**config.mk**
```make
export PLATFORM = sky130hd
export DESIGN_NAME = e1pm_top
export DESIGN_NICKNAME = d
export VERILOG_FILES = /design/src/hw/e1pm_pkg.sv /design/src/hw/e1pm_top.sv /design/src/hw/e1pm_sync.sv /design/src/hw/e1pm_prbs.sv
export SDC_FILE = /design/constraint.sdc
export NUM_CORES = 1
export LEC_CHECK = 0
export ABC_AREA = 1
export ABC_CLOCK_PERIOD_IN_PS = 11300
export BUFFER_PORTS_ARGS = -buffer_cell sky130_fd_sc_hd__clkbuf_2
export CORE_MARGIN = 2
export CORE_UTILIZATION = 30
export CTS_CLUSTER_SIZE = 30
export DETAILED_ROUTE_END_ITERATION = 16
export HOLD_SLACK_MARGIN = 0.1
export PLACE_DENSITY_LB_ADDON = 0.08
export SYNTH_ARGS = -nofsm -noshare
export SYNTH_HDL_FRONTEND = slang
export SYNTH_SLANG_ARGS = --single-unit
```
**constraint.sdc**
```tcl
create_clock -name sys_clk -period 11.3 [get_ports sys_clk]
set_clock_uncertainty 0.05 [all_clocks]
set_input_delay 1.13 -clock sys_clk [delete_from_list [all_inputs] [get_ports sys_clk]]
set_output_delay 1.13 -clock sys_clk [all_outputs]
set_load 0.05 [all_outputs]
```
**src/hw/e1pm_pkg.sv**
```systemverilog
// Constants, register map and field layout of the E1 pattern test and
// channel monitor logic. Assumes one 20 MHz system clock and a byte-wide
// register port with 8-bit addresses.
//
// Behaviour
// Receive select field picks monitored channel
// Receive monitor: first bit MSB, last LSB
// Receive control bits 7..5 drive resets, align
// Generate and check the 2^15-1 pattern
// Pattern control: tx mode 3:2, rx 1:0
// Tx mode 1: pattern in selected slot
// Tx mode 2: pattern in slots 1..31
// Tx mode 3: pattern in all 256 bits
// Rx mode 1: check selected slot only
// Rx mode 2: check slots 1..31
// Rx mode 3: check whole stream unframed
// Status bit 0 shows checker sync
// Six errors in 64 bits drop sync
// Rx mode nonzero: counter counts pattern errors
// User output pulses per error while synced
// Transmit select field picks monitored channel
// Host writes plain binary channel number
// Fifteen-stage register, taps 14 and 15
// Sync after 64 clean bits; count synced
// Monitor loads whole octet once per frame
package e1pm_pkg;

   ////////////////////////////////////////////////////////////////////////
   // Register offsets
   localparam logic [7:0] REG_TX_CTRL  = 8'h14;
   localparam logic [7:0] REG_RX_CTRL  = 8'h15;
   localparam logic [7:0] REG_PAT_CTRL = 8'h16;
   localparam logic [7:0] REG_STATUS   = 8'h17;
   localparam logic [7:0] REG_ERR_HI   = 8'h18;
   localparam logic [7:0] REG_ERR_LO   = 8'h19;
   localparam logic [7:0] REG_TX_MON   = 8'h22;
   localparam logic [7:0] REG_RX_MON   = 8'h2A;

   ////////////////////////////////////////////////////////////////////////
   // Field positions and reset values
   localparam int SEL_MSB       = 4;
   localparam int LINE_IFACE_RESET_BIT     = 7;
   localparam int ALIGN_BIT     = 6;
   localparam int ESRST_BIT     = 5;
   localparam int TX_MODE_LO    = 2;
   localparam int RX_MODE_LO    = 0;
   localparam int ERR_A_BIT     = 4;
   localparam int ERR_B_BIT     = 5;
   localparam int SYNC_BIT      = 0;
   localparam logic [7:0] CTRL_RST = 8'h00;
   localparam logic [7:0] BYTE_ZERO = 8'h00;
   localparam logic [15:0] CNT_MAX = 16'hFFFF;

   ////////////////////////////////////////////////////////////////////////
   // Pattern modes
   localparam logic [1:0] MODE_OFF    = 2'h0;
   localparam logic [1:0] MODE_SINGLE = 2'h1;
   localparam logic [1:0] MODE_FRAMED = 2'h2;
   localparam logic [1:0] MODE_ALL    = 2'h3;

   ////////////////////////////////////////////////////////////////////////
   // Frame geometry and pattern checker
   localparam logic [2:0] LAST_BIT   = 3'h7;
   localparam logic [4:0] SLOT_FRAME = 5'h00;
   localparam int LFSR_LEN  = 15;
   localparam int TAP_A     = 14;
   localparam int TAP_B     = 13;
   localparam logic [14:0] LFSR_SEED = 15'h7FFF;
   localparam logic [6:0] SYNC_RUN  = 7'h3F;
   localparam int WIN_LEN   = 64;
   localparam int ERR_LIMIT = 6;

endpackage

```
**src/hw/e1pm_top.sv**
```systemverilog
// Per-port test logic: pattern insertion on transmit, pattern checking
// on receive, one-channel octet monitors in both directions and the
// byte-wide register port. Assumes link clocks, frame marks and data
// arrive as pins, much slower than the system clock.
//
// The implementer's own choice: strobed register access.
`timescale 1ns/1ns
module e1pm_top (
   // System clock and reset
   input  wire logic       sys_clk,
   input  wire logic       rst,
   // Register port
   input  wire logic [7:0] reg_addr,
   input  wire logic [7:0] reg_wdata,
   input  wire logic       reg_wr,
   input  wire logic       reg_rd,
   output logic      [7:0] reg_rdata,
   // Receive link pins
   input  wire logic       rx_clk,
   input  wire logic       rx_frame,
   input  wire logic       rx_data,
   // Transmit link pins
   input  wire logic       tx_clk,
   input  wire logic       tx_frame,
   input  wire logic       tx_data_in,
   output logic            tx_data_out,
   // E-bit error event from the framer
   input  wire logic       ebit_err,
   // Control levels and user outputs
   output logic            line_iface_reset,
   output logic            rx_elastic_align,
   output logic            rx_elastic_reset,
   output logic            user_output_a,
   output logic            user_output_b
);

   ////////////////////////////////////////////////////////////////////////
   // State

   typedef struct packed {
      logic [7:0]  tx_ctrl;
      logic [7:0]  rx_ctrl;
      logic [7:0]  pat_ctrl;
      logic [7:0]  rx_mon;
      logic [7:0]  tx_mon;
      logic [7:0]  rx_shift;
      logic [7:0]  tx_shift;
      logic [7:0]  rx_cnt;
      logic [7:0]  tx_cnt;
      logic [15:0] err_cnt;
      logic [7:0]  rdata;
      logic        tx_bit;
      logic        err_lvl;
      logic        out_a;
      logic        out_b;
   } e1pm_top_t;

   e1pm_top_t st_q;
   e1pm_top_t st_d;

   ////////////////////////////////////////////////////////////////////////
   // Pin synchronisers
   // Each half period of a link clock must span two system clocks, or
   // its edges are lost: sampling was chosen over a second clock domain

   logic [2:0] rx_pins;
   logic [2:0] tx_pins;
   logic       rx_rise;
   logic       tx_rise;

   e1pm_sync #(
      .W(3)
   ) u_rx_sync (
      .clk      (sys_clk),
      .rst      (rst),
      .pin      ({rx_frame, rx_data, rx_clk}),
      .pin_sync (rx_pins),
      .clk_rise (rx_rise)
   );

   e1pm_sync #(
      .W(3)
   ) u_tx_sync (
      .clk      (sys_clk),
      .rst      (rst),
      .pin      ({tx_frame, tx_data_in, tx_clk}),
      .pin_sync (tx_pins),
      .clk_rise (tx_rise)
   );

   ////////////////////////////////////////////////////////////////////////
   // Frame position of the bit sampled at this link edge

   logic [7:0] rx_pos;
   logic [7:0] tx_pos;
   logic [4:0] rx_slot;
   logic [4:0] tx_slot;
   logic [4:0] rx_sel;
   logic [4:0] tx_sel;
   logic [1:0] rx_mode;
   logic [1:0] tx_mode;
   logic       rx_hit;
   logic       tx_hit;

   // A frame mark travels with the first bit of the frame
   // Without marks the position simply wraps every 256 bits
   assign rx_pos  = rx_pins[2] ? 8'h00 : st_q.rx_cnt + 8'h01;
   assign tx_pos  = tx_pins[2] ? 8'h00 : st_q.tx_cnt + 8'h01;
   assign rx_slot = rx_pos[7:3];
   assign tx_slot = tx_pos[7:3];

   // Select fields hold the plain channel number
   assign rx_sel  = st_q.rx_ctrl[e1pm_pkg::SEL_MSB:0];
   assign tx_sel  = st_q.tx_ctrl[e1pm_pkg::SEL_MSB:0];
   assign rx_hit  = rx_slot == rx_sel;
   assign tx_hit  = tx_slot == tx_sel;

   assign rx_mode = st_q.pat_ctrl[e1pm_pkg::RX_MODE_LO +: 2];
   assign tx_mode = st_q.pat_ctrl[e1pm_pkg::TX_MODE_LO +: 2];

   ////////////////////////////////////////////////////////////////////////
   // Slot gating per pattern mode

   logic rx_take;
   logic tx_put;

   always_comb begin
      case (rx_mode)
         e1pm_pkg::MODE_SINGLE: rx_take = rx_hit;
         e1pm_pkg::MODE_FRAMED: begin
            rx_take = rx_slot != e1pm_pkg::SLOT_FRAME;
         end
         e1pm_pkg::MODE_ALL:    rx_take = 1'b1;
         default:               rx_take = 1'b0;
      endcase
   end

   always_comb begin
      case (tx_mode)
         // The select field names the pattern slot in this mode
         e1pm_pkg::MODE_SINGLE: tx_put = tx_hit;
         e1pm_pkg::MODE_FRAMED: begin
            tx_put = tx_slot != e1pm_pkg::SLOT_FRAME;
         end
         e1pm_pkg::MODE_ALL:    tx_put = 1'b1;
         default:               tx_put = 1'b0;
      endcase
   end

   ////////////////////////////////////////////////////////////////////////
   // Pattern engine

   logic gen_bit;
   logic synced;
   logic bit_err;
   logic gen_step;
   logic chk_step;
   logic rx_on;

   // One generator step per inserted bit, one check per examined bit
   assign gen_step = tx_rise & tx_put;
   assign chk_step = rx_rise & rx_take;
   // Setting the receive mode back to off forgets sync and the error history
   assign rx_on    = rx_mode != e1pm_pkg::MODE_OFF;

   e1pm_prbs u_prbs (
      .clk       (sys_clk),
      .rst       (rst),
      .gen_step  (gen_step),
      .gen_bit   (gen_bit),
      .chk_clear (~rx_on),
      .chk_step  (chk_step),
      .chk_bit   (rx_pins[1]),
      .synced    (synced),
      .bit_err   (bit_err)
   );

   ////////////////////////////////////////////////////////////////////////
   // Next state

   logic       cnt_inc;
   logic       tx_next;
   logic [7:0] rx_sh;
   logic [7:0] tx_sh;
   logic       rx_last;
   logic       tx_last;
   logic       err_en_a;
   logic       err_en_b;

   assign tx_next = tx_put ? gen_bit : tx_pins[1];
   assign rx_sh   = {st_q.rx_shift[6:0], rx_pins[1]};
   assign tx_sh   = {st_q.tx_shift[6:0], tx_next};

   // Last bit of the selected slot closes the octet; in mode 1 the
   // select field still feeds the monitor as well as the pattern slot
   assign rx_last = rx_hit && rx_pos[2:0] == e1pm_pkg::LAST_BIT;
   assign tx_last = tx_hit && tx_pos[2:0] == e1pm_pkg::LAST_BIT;

   // Error outputs stay quiet unless software enables them
   assign err_en_a = st_q.pat_ctrl[e1pm_pkg::ERR_A_BIT];
   assign err_en_b = st_q.pat_ctrl[e1pm_pkg::ERR_B_BIT];

   // Pattern errors take over the counter in any checking mode
   assign cnt_inc = (rx_mode != e1pm_pkg::MODE_OFF) ? bit_err
                                                    : ebit_err;

   always_comb begin
      st_d       = st_q;
      st_d.rdata = e1pm_pkg::BYTE_ZERO;

      // Receive side, one link bit per detected edge
      if (rx_rise) begin
         st_d.rx_cnt   = rx_pos;
         st_d.rx_shift = rx_sh;
         st_d.err_lvl  = 1'b0;
         // Whole octet only, so a read never sees a partial one
         if (rx_last) begin
            st_d.rx_mon = rx_sh;
         end
      end

      // Error level lasts until the next receive clock edge
      if (bit_err) begin
         st_d.err_lvl = 1'b1;
      end
      st_d.out_a = st_d.err_lvl & err_en_a;
      st_d.out_b = st_d.err_lvl & err_en_b;

      // Transmit side; the output bit trails the link edge by three
      // system clocks, well inside one link bit
      if (tx_rise) begin
         st_d.tx_cnt   = tx_pos;
         st_d.tx_shift = tx_sh;
         st_d.tx_bit   = tx_next;
         if (tx_last) begin
            st_d.tx_mon = tx_sh;
         end
      end

      // Saturating error counter, cleared only by reset, so software
      // works on the difference between two readings
      if (cnt_inc && st_q.err_cnt != e1pm_pkg::CNT_MAX) begin
         st_d.err_cnt = st_q.err_cnt + 16'h0001;
      end

      // Register writes
      if (reg_wr) begin
         case (reg_addr)
            e1pm_pkg::REG_TX_CTRL:  st_d.tx_ctrl  = reg_wdata;
            e1pm_pkg::REG_RX_CTRL:  st_d.rx_ctrl  = reg_wdata;
            e1pm_pkg::REG_PAT_CTRL: st_d.pat_ctrl = reg_wdata;
            default: begin
            end
         endcase
      end

      // Counter bytes are read one at a time with no latch between
      // them, so a carry may fall between the two reads
      // Register reads, data valid in the following cycle only
      if (reg_rd) begin
         case (reg_addr)
            e1pm_pkg::REG_TX_CTRL:  st_d.rdata = st_q.tx_ctrl;
            e1pm_pkg::REG_RX_CTRL:  st_d.rdata = st_q.rx_ctrl;
            e1pm_pkg::REG_PAT_CTRL: st_d.rdata = st_q.pat_ctrl;
            e1pm_pkg::REG_STATUS: begin
               st_d.rdata = e1pm_pkg::BYTE_ZERO;
               st_d.rdata[e1pm_pkg::SYNC_BIT] = synced;
            end
            e1pm_pkg::REG_ERR_HI:   st_d.rdata = st_q.err_cnt[15:8];
            e1pm_pkg::REG_ERR_LO:   st_d.rdata = st_q.err_cnt[7:0];
            e1pm_pkg::REG_TX_MON:   st_d.rdata = st_q.tx_mon;
            e1pm_pkg::REG_RX_MON:   st_d.rdata = st_q.rx_mon;
            default:                st_d.rdata = e1pm_pkg::BYTE_ZERO;
         endcase
      end
   end

   ////////////////////////////////////////////////////////////////////////
   // State register

   always_ff @(posedge sys_clk) begin
      if (rst) begin
         st_q          <= '0;
         st_q.tx_ctrl  <= e1pm_pkg::CTRL_RST;
         st_q.rx_ctrl  <= e1pm_pkg::CTRL_RST;
         st_q.pat_ctrl <= e1pm_pkg::CTRL_RST;
      end else begin
         st_q <= st_d;
      end
   end

   ////////////////////////////////////////////////////////////////////////
   // Outputs
   // Control bits leave as plain levels; pulsing them is up to software

   assign reg_rdata        = st_q.rdata;
   assign tx_data_out      = st_q.tx_bit;
   assign line_iface_reset = st_q.rx_ctrl[e1pm_pkg::LINE_IFACE_RESET_BIT];
   assign rx_elastic_align = st_q.rx_ctrl[e1pm_pkg::ALIGN_BIT];
   assign rx_elastic_reset = st_q.rx_ctrl[e1pm_pkg::ESRST_BIT];
   assign user_output_a    = st_q.out_a;
   assign user_output_b    = st_q.out_b;

endmodule

```
**src/hw/e1pm_sync.sv**
```systemverilog
// Two-stage synchroniser for a group of pins plus rising-edge detect on
// bit 0, which carries the link clock. Assumes pins are slow against
// the system clock.
`timescale 1ns/1ns
module e1pm_sync #(
   parameter int W = 3
) (
   // Clock and reset
   input  wire logic         clk,
   input  wire logic         rst,
   // Pins and synchronised copy
   input  wire logic [W-1:0] pin,
   output logic      [W-1:0] pin_sync,
   output logic              clk_rise
);

   typedef struct packed {
      logic [W-1:0] s1;
      logic [W-1:0] s2;
      logic         last;
   } e1pm_sync_t;

   e1pm_sync_t st_q;
   e1pm_sync_t st_d;

   always_comb begin
      st_d      = st_q;
      st_d.s1   = pin;
      st_d.s2   = st_q.s1;
      st_d.last = st_q.s2[0];
   end

   always_ff @(posedge clk) begin
      if (rst) begin
         st_q <= '0;
      end else begin
         st_q <= st_d;
      end
   end

   assign pin_sync = st_q.s2;
   assign clk_rise = st_q.s2[0] & ~st_q.last;

endmodule

```
**src/hw/e1pm_prbs.sv**
```systemverilog
// Pattern generator and self-synchronising checker for the 2^15-1
// sequence. Steps are one-cycle enables from the owning logic.
`timescale 1ns/1ns
module e1pm_prbs (
   // Clock and reset
   input  wire logic clk,
   input  wire logic rst,
   // Generator
   input  wire logic gen_step,
   output logic      gen_bit,
   // Checker
   input  wire logic chk_clear,
   input  wire logic chk_step,
   input  wire logic chk_bit,
   output logic      synced,
   output logic      bit_err
);

   typedef struct packed {
      logic [e1pm_pkg::LFSR_LEN-1:0] gen;
      logic [e1pm_pkg::LFSR_LEN-1:0] chk;
      logic [6:0]                    run;
      logic [e1pm_pkg::WIN_LEN-1:0]  hist;
      logic                          sync;
      logic                          err;
   } e1pm_prbs_t;

   e1pm_prbs_t st_q;
   e1pm_prbs_t st_d;

   function automatic int ones(input logic [e1pm_pkg::WIN_LEN-1:0] v);
      int n;
      n = 0;
      for (int i = 0; i < e1pm_pkg::WIN_LEN; i++) begin
         n = n + int'(v[i]);
      end
      return n;
   endfunction

   logic pred;
   logic miss;

   assign gen_bit = st_q.gen[e1pm_pkg::TAP_A] ^ st_q.gen[e1pm_pkg::TAP_B];
   assign pred    = st_q.chk[e1pm_pkg::TAP_A] ^ st_q.chk[e1pm_pkg::TAP_B];
   assign miss    = chk_bit ^ pred;

   always_comb begin
      st_d     = st_q;
      st_d.err = 1'b0;
      if (gen_step) begin
         st_d.gen = {st_q.gen[e1pm_pkg::LFSR_LEN-2:0], gen_bit};
      end
      if (chk_clear) begin
         st_d.run  = '0;
         st_d.sync = 1'b0;
         st_d.hist = '0;
      end else if (chk_step) begin
         // Received bits feed the register, so it locks on its own
         st_d.chk = {st_q.chk[e1pm_pkg::LFSR_LEN-2:0], chk_bit};
         if (!st_q.sync) begin
            // An all-zero register would predict zeros forever
            if (miss || st_q.chk == '0) begin
               st_d.run = '0;
            end else if (st_q.run == e1pm_pkg::SYNC_RUN) begin
               st_d.sync = 1'b1;
               st_d.hist = '0;
            end else begin
               st_d.run = st_q.run + 7'h01;
            end
         end else begin
            st_d.err  = miss;
            st_d.hist = {st_q.hist[e1pm_pkg::WIN_LEN-2:0], miss};
            if (ones(st_d.hist) >= e1pm_pkg::ERR_LIMIT) begin
               st_d.sync = 1'b0;
               st_d.run  = '0;
            end
         end
      end
   end

   always_ff @(posedge clk) begin
      if (rst) begin
         st_q      <= '0;
         st_q.gen  <= e1pm_pkg::LFSR_SEED;
      end else begin
         st_q <= st_d;
      end
   end

   assign synced  = st_q.sync;
   assign bit_err = st_q.err;

endmodule

```
# Word-level counts from Yosys, hierarchy flattened
# Index checks and enable logic that the tools add are counted.
[totals]
elab_cells = 169
regBits = 214
[op_classes]
addsub = 67
magnitude_cmp = 1
n_reduce_logical = 20
bitwise_logic = 15
n_eq_ne = 23
n_mux = 16
[ops]
columns = ["operator", "count"]
rows = [
  ["32-bit by 2-bit adder with 32-bit output", 61],
  ["65-bit two-way mux", 2],
  ["72-bit two-way mux", 1],
  ["8-bit one-hot mux with 8 select lines", 1],
  ["8-bit by 5-bit equality test with 1-bit output, second input constant", 6],
  ["32-bit by 4-bit >= comparator with 1-bit output, second input constant", 1],
  ["7-bit two-way mux", 3],
  ["16-bit by 1-bit adder with 16-bit output, second input constant", 1],
  ["8-bit by 1-bit adder with 8-bit output, second input constant", 2],
  ["8-bit by 6-bit equality test with 1-bit output, second input constant", 2],
  ["8-bit two-way mux", 2],
  ["16-bit inequality test, second input constant", 1],
  ["15-bit zero test", 1],
  ["2-bit AND reduction", 6],
  ["5-bit equality test", 2],
  ["5-bit nonzero test", 2],
  ["2-bit equality test, second input constant", 4],
  ["7-bit by 1-bit adder with 7-bit output, second input constant", 1],
  ["7-bit by 6-bit equality test with 1-bit output, second input constant", 1],
  ["1-bit bitwise AND", 6],
  ["3-bit equality test, second input constant", 2],
  ["1-bit NOT", 6],
  ["1-bit one-hot mux with 3 select lines", 2],
  ["3-bit AND reduction", 2],
  ["13 further kinds", 24],
]

# Depth between registers and ports, before layout
# Gate-level depths: netlist (run 1).
[logic_depth]
depth_word = 68
ltp_mapped = 30

# Hierarchy
# A second synthesis (run 1) with hierarchy kept.
[unflattened]
hier_cells = 1367
area_unflattened_um2 = 10759.1
[modules_own_cells]
columns = ["mod", "area_per_inst_um2", "cells_each", "seq_area_each_um2", "n_inst"]
rows = [
  ["e1pm_prbs", 5710.5, 671, 2042.0, 1],
  ["e1pm_top", 4610.7, 646, 1941.9, 1],
  ["e1pm_sync", 219.0, 25, 140.1, 2],
]

# Least setup slack after synthesis (run 1)
# No wires, ideal clock.
[synth_timing]
kind = "reg2reg"
startpoint = "register u_prbs.st_q[86] (netlist bit)"
endpoint = "register u_prbs.st_q[66] (netlist bit)"
setup_slack_ps = 4206
synth_period_minus_slack_ps = 7094
arrival_time_ps = 6931
path_stages_with_launch = 27
setup_ps = 114
cell_sequence = "dfxtp_1 xnor2_1 xor2_1 inv_1 fa_1 inv_1 fa_1 fa_1 fa_1 fa_1 fa_1 fa_1 fa_1 fa_1 inv_1 ha_1 fa_1 inv_1 o21ai_0 nand2_1 nand4_1 o21ai_0 nand2_1 nand3_1 buf_6 a21oi_1 nor2_1"
[synth_via]
elab_chain_len = 68
[synth_rtl]
columns = ["element", "line", "source"]
rows = [
  ["start, declared", "e1pm_prbs.sv:28", "e1pm_prbs_t st_q;"],
  ["start signal, assigned", "e1pm_prbs.sv:86", "st_q <= st_d;"],
  ["1-bit XOR (*)", "e1pm_prbs.sv:44", "assign pred = st_q.chk[e1pm_pkg::TAP_A] ^ st_q.chk[e1pm_pkg::TAP_B];"],
  ["1-bit XOR (*)", "e1pm_prbs.sv:45", "assign miss = chk_bit ^ pred;"],
  ["via u_prbs.miss", "e1pm_prbs.sv:41", "logic miss;"],
  ["1-bit by 1-bit adder with 2-bit output", "e1pm_prbs.sv:35", "n = n + int'(v[i]);"],
  ["2-bit by 1-bit adder with 3-bit output", "e1pm_prbs.sv:35", ""],
  ["32-bit by 2-bit adder with 32-bit output (61 in a row)", "e1pm_prbs.sv:35", ""],
  ["32-bit by 4-bit >= comparator with 1-bit output", "e1pm_prbs.sv:73", "if (ones(st_d.hist) >= e1pm_pkg::ERR_LIMIT) begin"],
  ["2-bit inequality test (no line)", "-", ""],
  ["3-bit AND reduction (no line)", "-", ""],
]
# The timed path passes the listed nets; every way through them passes the cells marked *.
# A chain may end at the register's enable or synchronous reset.

# Worst setup path in the final report (run 1)
[layout_timing]
startpoint = "register u_prbs.st_q[86] (netlist bit)"
endpoint = "register u_prbs.st_q[67] (netlist bit)"
# Same word-level chain as after synthesis.

==> results of run 1 <==
final cells by class:
type,instances,area share (%)
clock buffers,40,6.381
well taps,461,4.822
clock inverters,7,0.8054
multi-input cells,868,43.54
repair buffers,48,2.176
flip-flops and latches,213,35.66
inverters,211,6.621
routing by layer:
layer | share of wire (%) | global-route usage, %
met4 | 1.9 | 3.553
met3 | 3.3 | 2.037
met5 | 0 | 0
met1 | 51 | 21.48
met2 | 44 | 23.02
state kept, by name, summed over array words and instances (netlist names), 2 cells and up:
name and cells:
reg_rdata 8, u_tx_sync.st_d 3, rx_sel 5, st_q 68, rx_mode 2, rx_sh 7, u_rx_sync.st_d 3, u_prbs.st_q 100
u_rx_sync.pin_sync 3, u_tx_sync.pin_sync 3
power by group through the flow:
stage               clock [mW]  combinational, mW  sequential (mW)
floorplan                    0             0.0377            0.780
global placement             0             0.0559            0.781
detailed placement           0             0.0558            0.781
CTS                      0.872             0.0561            0.765
global route             0.898             0.0632            0.766
finish                   0.837             0.0550            0.765
worst max path at each step:
stage / slack, ns / cells after the start / endpoint
6_report: 3.44 / 25 / u_prbs.st_q[67]$_SDFFE_PP0P_
3_5_place_dp: 3.45 / 25 / u_prbs.st_q[67]$_SDFFE_PP0P_
3_3_place_gp: 3.49 / 25 / u_prbs.st_q[67]$_SDFFE_PP0P_
5_1_grt: 2.98 / 25 / u_prbs.st_q[66]$_SDFFE_PP0P_
4_1_cts: 3.42 / 25 / u_prbs.st_q[67]$_SDFFE_PP0P_
2_1_floorplan: 4.21 / 26 / u_prbs.st_q[66]$_SDFFE_PP0P_
through the flow:
step	area, sq um	total power, mW	std cells
2_1_floorplan	10690	0.8180	1365
3_3_place_gp	11100	0.8373	1801
3_5_place_dp	11100	0.8370	1801
4_1_cts	11960	1.693	1848
5_1_grt	11960	1.727	1848
6_report	11960	1.657	1848
cell usage in the layout, fill, tap and decap left out, drive strengths merged, types with 19 or more instances in the layout:
cell type / netlist / final
dfxtp: 213 / 213
inv: 207 / 207
nand2: 189 / 189
a21oi: 138 / 138
nor2: 137 / 137
o21ai: 99 / 99
nand4: 88 / 88
nand3: 82 / 82
clkbuf: 34 / 80
fa: 54 / 54
ha: 20 / 20
nor3: 19 / 19
logic make-up (layout without fill, tap and decap cells):
logic type               after synthesis  count (layout)  synth area share (%)
XOR/XNOR                               9               9                0.7372
buffers and inverters                284             306                 11.49
AO/OA/AOI/OAI                        263             263                 12.92
adder cells (fa/ha/maj)               74              74                 12.45
AND/OR/NAND/NOR                      522             522                 22.53
flip-flops                           213             213                 39.88
tightest hold or removal path, cell delays in order (launching register included):
cell and delay (ns):
dfxtp_1 0.29, inv_1 0.04, nor2_1 0.03
==> flow_summary.ini, run 1 <==
[min_path]
worstHoldEndpoint = u_rx_sync.pin_sync[0]$_SDFF_PP0_
holdCritStartpoint = u_rx_sync.st_d[1]$_SDFF_PP0_
worstHoldPathCells = 2
hp-class = reg2reg

[cts]
clock_latency_ns = 0.54
cts_tree = built
postCtsHoldBufs = 0
clk_path_buf_depth = 3
htreeDepth = 1
clk_pin_slew_ns = 0.05
cts-root-buf = clkbuf_16
cts_buffers = 26
postCtsSetupBuffers = 0
post_cts_resized = 0
clock-sinks = 213

[place]
hpwl_mm = 18.49
place.gp.congestion = 0.8177
io_buffers = 40
post-place-ws_ns = 3.449

[floorplan]
boundaryPins = 41
die_area_sq_um = 37170
die_h_microns = 192.8
start_util_pct = 30.28
die_x_microns = 192.8
core_area_sq_um = 35310
rows = 69

[timing]
period_needed_ns = 7.865
fmaxAchievable_ghz = 0.1272
slew_violations = 0
finalCritPeriodShare_pct = 69.60
worst_pin_slew_ns = 1.050
fin_ws_ns = 3.435
rsz0062_at_grt = false
hold_violations = 0
relSlewSlack_pct = 29.47
setup_viol = 0
whs_ns = 0.3524
fin_tns_setup_ns = 0

[global_route]
first_global_vias = 8429
grtUsageTotal_pct = 14.79
grt_max_degree = 83
grt_remaining_overflow = 0
antenna_found_initial = 0
grt_pass1_wl_mm = 44.57

[route]
drt_iter0_drc = 465
wl_per_cell_microns = 14.51
ant_nets = 0
vias = 8722
remaining_drc_errors = 0
first_pass_iters = 4
via_per_inst = 4.720
routed_wl_mm = 26.81

[logic_synthesis]
synth_area_sq_um = 10690
synth_area_leaders = dfxtp_1, fa_1, inv_1
async_flop_share_pct = 0
synth_cell_types = 40
synth_edf_count = 0
ys_seq_elements = 213
ys_seq_area_share_pct = 39.88
synth.avg_cell_area_sq_um = 7.834
yosysMostFrequentCell = dfxtp_1
synth_common_cells = dfxtp_1, inv_1, nand2_1, a21oi_1, nor2_1
synth_top_cell_area_share_pct = 39.88
syn-num-nets = 1466
synth_cells = 1365
yosys.area.top_type = dfxtp_1
synth_flop_cell = dfxtp_1
yosys_warnings = 0

[setup_path]
start_kind = flop
path_delay_family = adder cells
cp_max_fo = 11
worstPathRequired_ns = 11.66
critPathBufInv = 4
cp-end-kind = flop
path_common_cell = fa_1
arrival_ns = 8.23
cp-startpoint = u_prbs.st_q[86]$_SDFFE_PP0P_
reg2reg_depth = 25
max_stage_delay_ns = 0.55
r2r_end = u_prbs.st_q[67]$_SDFFE_PP0P_
crit_type = reg2reg
critPathSlowestCell = fa_1
r2r_slack_ns = 3.44
reg2reg_from = u_prbs.st_q[86]$_SDFFE_PP0P_

[cells_and_area]
regArea_sq_um = 4265
multi_input_area_sq_um = 5207
drive_above_1_share_pct = 7.859
fillers = 3760
antenna_cells = 0
finish.utilization_pct = 33.88
area_growth_pct = 11.87
layout.nets = 1469

[power_and_ir_drop]
switching_share_pct = 22.55
p_per_area_nw_per_um2 = 138.6
pwr-share-comb_pct = 3.3
intPower_mw = 1.284
p_leak_nw = 4.639
ir_worst_vdd_uv = 92.01
seqPwrFrac_pct = 46.2
power.switching_mw = 0.3737
p_clk_share_pct = 50.5

[status]
status = complete, no violations

[run]
maxCapViolCount = 0
Note: power is estimated with default switching activity, not from simulation.
==> run 2: changes to the inputs <==
--- a/config.mk
+++ b/config.mk
@@ -6,7 +6,7 @@
 export NUM_CORES = 1
 export LEC_CHECK = 0
 export ABC_AREA = 1
-export ABC_CLOCK_PERIOD_IN_PS = 11300
+export ABC_CLOCK_PERIOD_IN_PS = 7260
 export BUFFER_PORTS_ARGS = -buffer_cell sky130_fd_sc_hd__clkbuf_2
 export CORE_MARGIN = 2
 export CORE_UTILIZATION = 30
==> constraint.sdc (replaced) <==
create_clock -name sys_clk -period 7.26 [get_ports sys_clk]
set_clock_uncertainty 0.05 [all_clocks]
set_input_delay 0.726 -clock sys_clk [delete_from_list [all_inputs] [get_ports sys_clk]]
set_output_delay 0.726 -clock sys_clk [all_outputs]
set_load 0.05 [all_outputs]
==> run 2 against run 1 <==
  * Worst hold slack got worse by 0.040 ns
  * Core utilization rose by 0.51 points
  * Wire length up 1.1%
  * Final cell count is 0.54% higher
  * Global-route usage is 0.15 points higher
  * Maximum frequency rose by 9.7%
  * Register-to-register slack worse by 3.3 ns
  * Combinational power rose by 58%
  * Setup slack got worse by 3.3 ns
  * Die area is the same
  * Critical path type unchanged
  * Critical endpoint unchanged
==> flow_summary.ini, run 2 (same netlist as run 1, synthesis figures left out) <==
[status]
status = complete, no violations

[min_path]
worstHoldPathCells = 3
hp-class = in2reg

[run]
maxCapViolCount = 0

[cts]
clock_latency_ns = 0.55
clk_pin_slew_ns = 0.06
htreeDepth = 1
cts_buffers = 27
clk_path_buf_depth = 3
cts_tree = built
clock-sinks = 213
cts-root-buf = clkbuf_16

[timing]
worst_pin_slew_ns = 0.9848
hold_violations = 0
slew_violations = 0
relSlewSlack_pct = 33.84
setup_viol = 0
rsz0062_at_grt = true
fmaxAchievable_ghz = 0.1394
finalCritPeriodShare_pct = 98.79
period_needed_ns = 7.172
fin_tns_setup_ns = 0

[cells_and_area]
layout_common_cells = dfxtp_1, inv_1, nand2_1, a21oi_1, nor2_1
layout_commonest_cell = dfxtp_1
layout.nets = 1480
largest_register = u_prbs.st_q
finish.utilization_pct = 34.39
antenna_cells = 0
final_cells = 1858
drive_above_1_share_pct = 9.878
post-route-cell-area_sq_um = 12140
largest_register_ffs = 100
area_growth_pct = 13.56

[global_route]
grt_max_degree = 81
antenna_found_initial = 0
grt_pass1_wl_mm = 44.70
first_global_vias = 8316
grt_remaining_overflow = 0
grtUsageTotal_pct = 14.94

[floorplan]
boundaryPins = 41
start_util_pct = 30.28
rows = 69
die_x_microns = 192.8
core_area_sq_um = 35310
die_area_sq_um = 37170
die_h_microns = 192.8

[setup_path]
cp-end-kind = flop
max_stage_delay_ns = 0.59
worstPathRequired_ns = 7.64
path_common_cell = fa_1
cp_max_fo = 6
arrival_ns = 7.56
start_kind = flop
crit_type = reg2reg
critPathSlowestCell = fa_2
reg2reg_depth = 26

[route]
vias = 8779
via_per_inst = 4.725
drt_iter0_drc = 363
wl_per_cell_microns = 14.59
routed_wl_mm = 27.11
ant_nets = 0
first_pass_iters = 5
remaining_drc_errors = 0

[power_and_ir_drop]
p_leak_nw = 4.716
ir_worst_vdd_uv = 131.9
p_per_area_nw_per_um2 = 219.5

[place]
io_buffers = 40
dp_cells = 1809
hpwl_mm = 18.64
place.gp.congestion = 0.7930
place_area_sq_um = 11160
## run 2: cell types whose count changed in the layout (fill, tap and decap cells not counted), moves of 3 or more
cell      change
nand2_2       +4
clkbuf_1      -4
buf_4         +7
nand2_1       -4
buf_6         +3
## run 2: layer usage
metal	track usage, %	routed length (microns)	part of all wire, %
met5	0	0	0
met4	3.699	440	1.6
met3	2.091	858	3.2
met2	22.84	12180	45
met1	21.98	13630	50
## run 2: per-stage QoR
| step | hold WS, ns | power [mW] | setup slack (ns) |
|---|---|---|---|
| 2_1_floorplan | 0.3383 | 1.273 | 0.1656 |
| 3_3_place_gp | 0.3417 | 1.304 | -0.09689 |
| 3_5_place_dp | 0.3451 | 1.304 | -0.1924 |
| 4_1_cts | 0.2857 | 2.716 | 0.01402 |
| 5_1_grt | 0.3113 | 2.772 | -0.2171 |
| 6_report | 0.3120 | 2.665 | 0.08769 |
## run 2: where the power goes
| part | switching, mW | internal, mW |
|---|---|---|
| sequential | 0.00913 | 1.18 |
| clock | 0.527 | 0.860 |
| combinational | 0.0606 | 0.0263 |
## run 2: worst paths after layout
check / slack (ns) / from / endpoint
max: 0.09 / u_prbs.st_q[87]$_SDFFE_PP0P_ / u_prbs.st_q[67]$_SDFFE_PP0P_
min: 0.31 / tx_frame / u_tx_sync.st_d[3]$_SDFF_PP0_
max reg2reg: 0.09 / u_prbs.st_q[87]$_SDFFE_PP0P_ / u_prbs.st_q[67]$_SDFFE_PP0P_
min reg2reg: 0.35 / u_tx_sync.st_d[2]$_SDFF_PP0_ / u_tx_sync.pin_sync[1]$_SDFF_PP0_
## run 2: cell type report
class	instances	area (sq um)
Clock buffer	35	745.7
Clock inverter	12	168.9
Fill cell	3784	23170
Inverter	211	792.0
Multi-Input combinational cell	868	5245
Sequential cell	213	4268
Tap cell	461	576.8
Timing Repair Buffer	58	346.6
## run 2: timing repair
| item | 4_1_cts | 5_1_grt |
|---|---|---|
| pin swaps | 7 | 21 |
| setup endpoints to repair | 8 | 8 |
| gates cloned | 1 | 0 |
| setup buffers | 0 | 1 |
| gates resized for setup | 3 | 18 |
| hold buffers | 0 | 0 |
## run 2: critical path, delay by kind of cell (launching register included)
family,cells,cell delay [ns]
AO/OA/AOI/OAI,3,0.32
AND/OR/NAND/NOR,5,0.43
XOR/XNOR,2,0.35
buffers and inverters,5,0.44
flip-flops,1,0.33
adder cells (fa/ha/maj),11,5.15
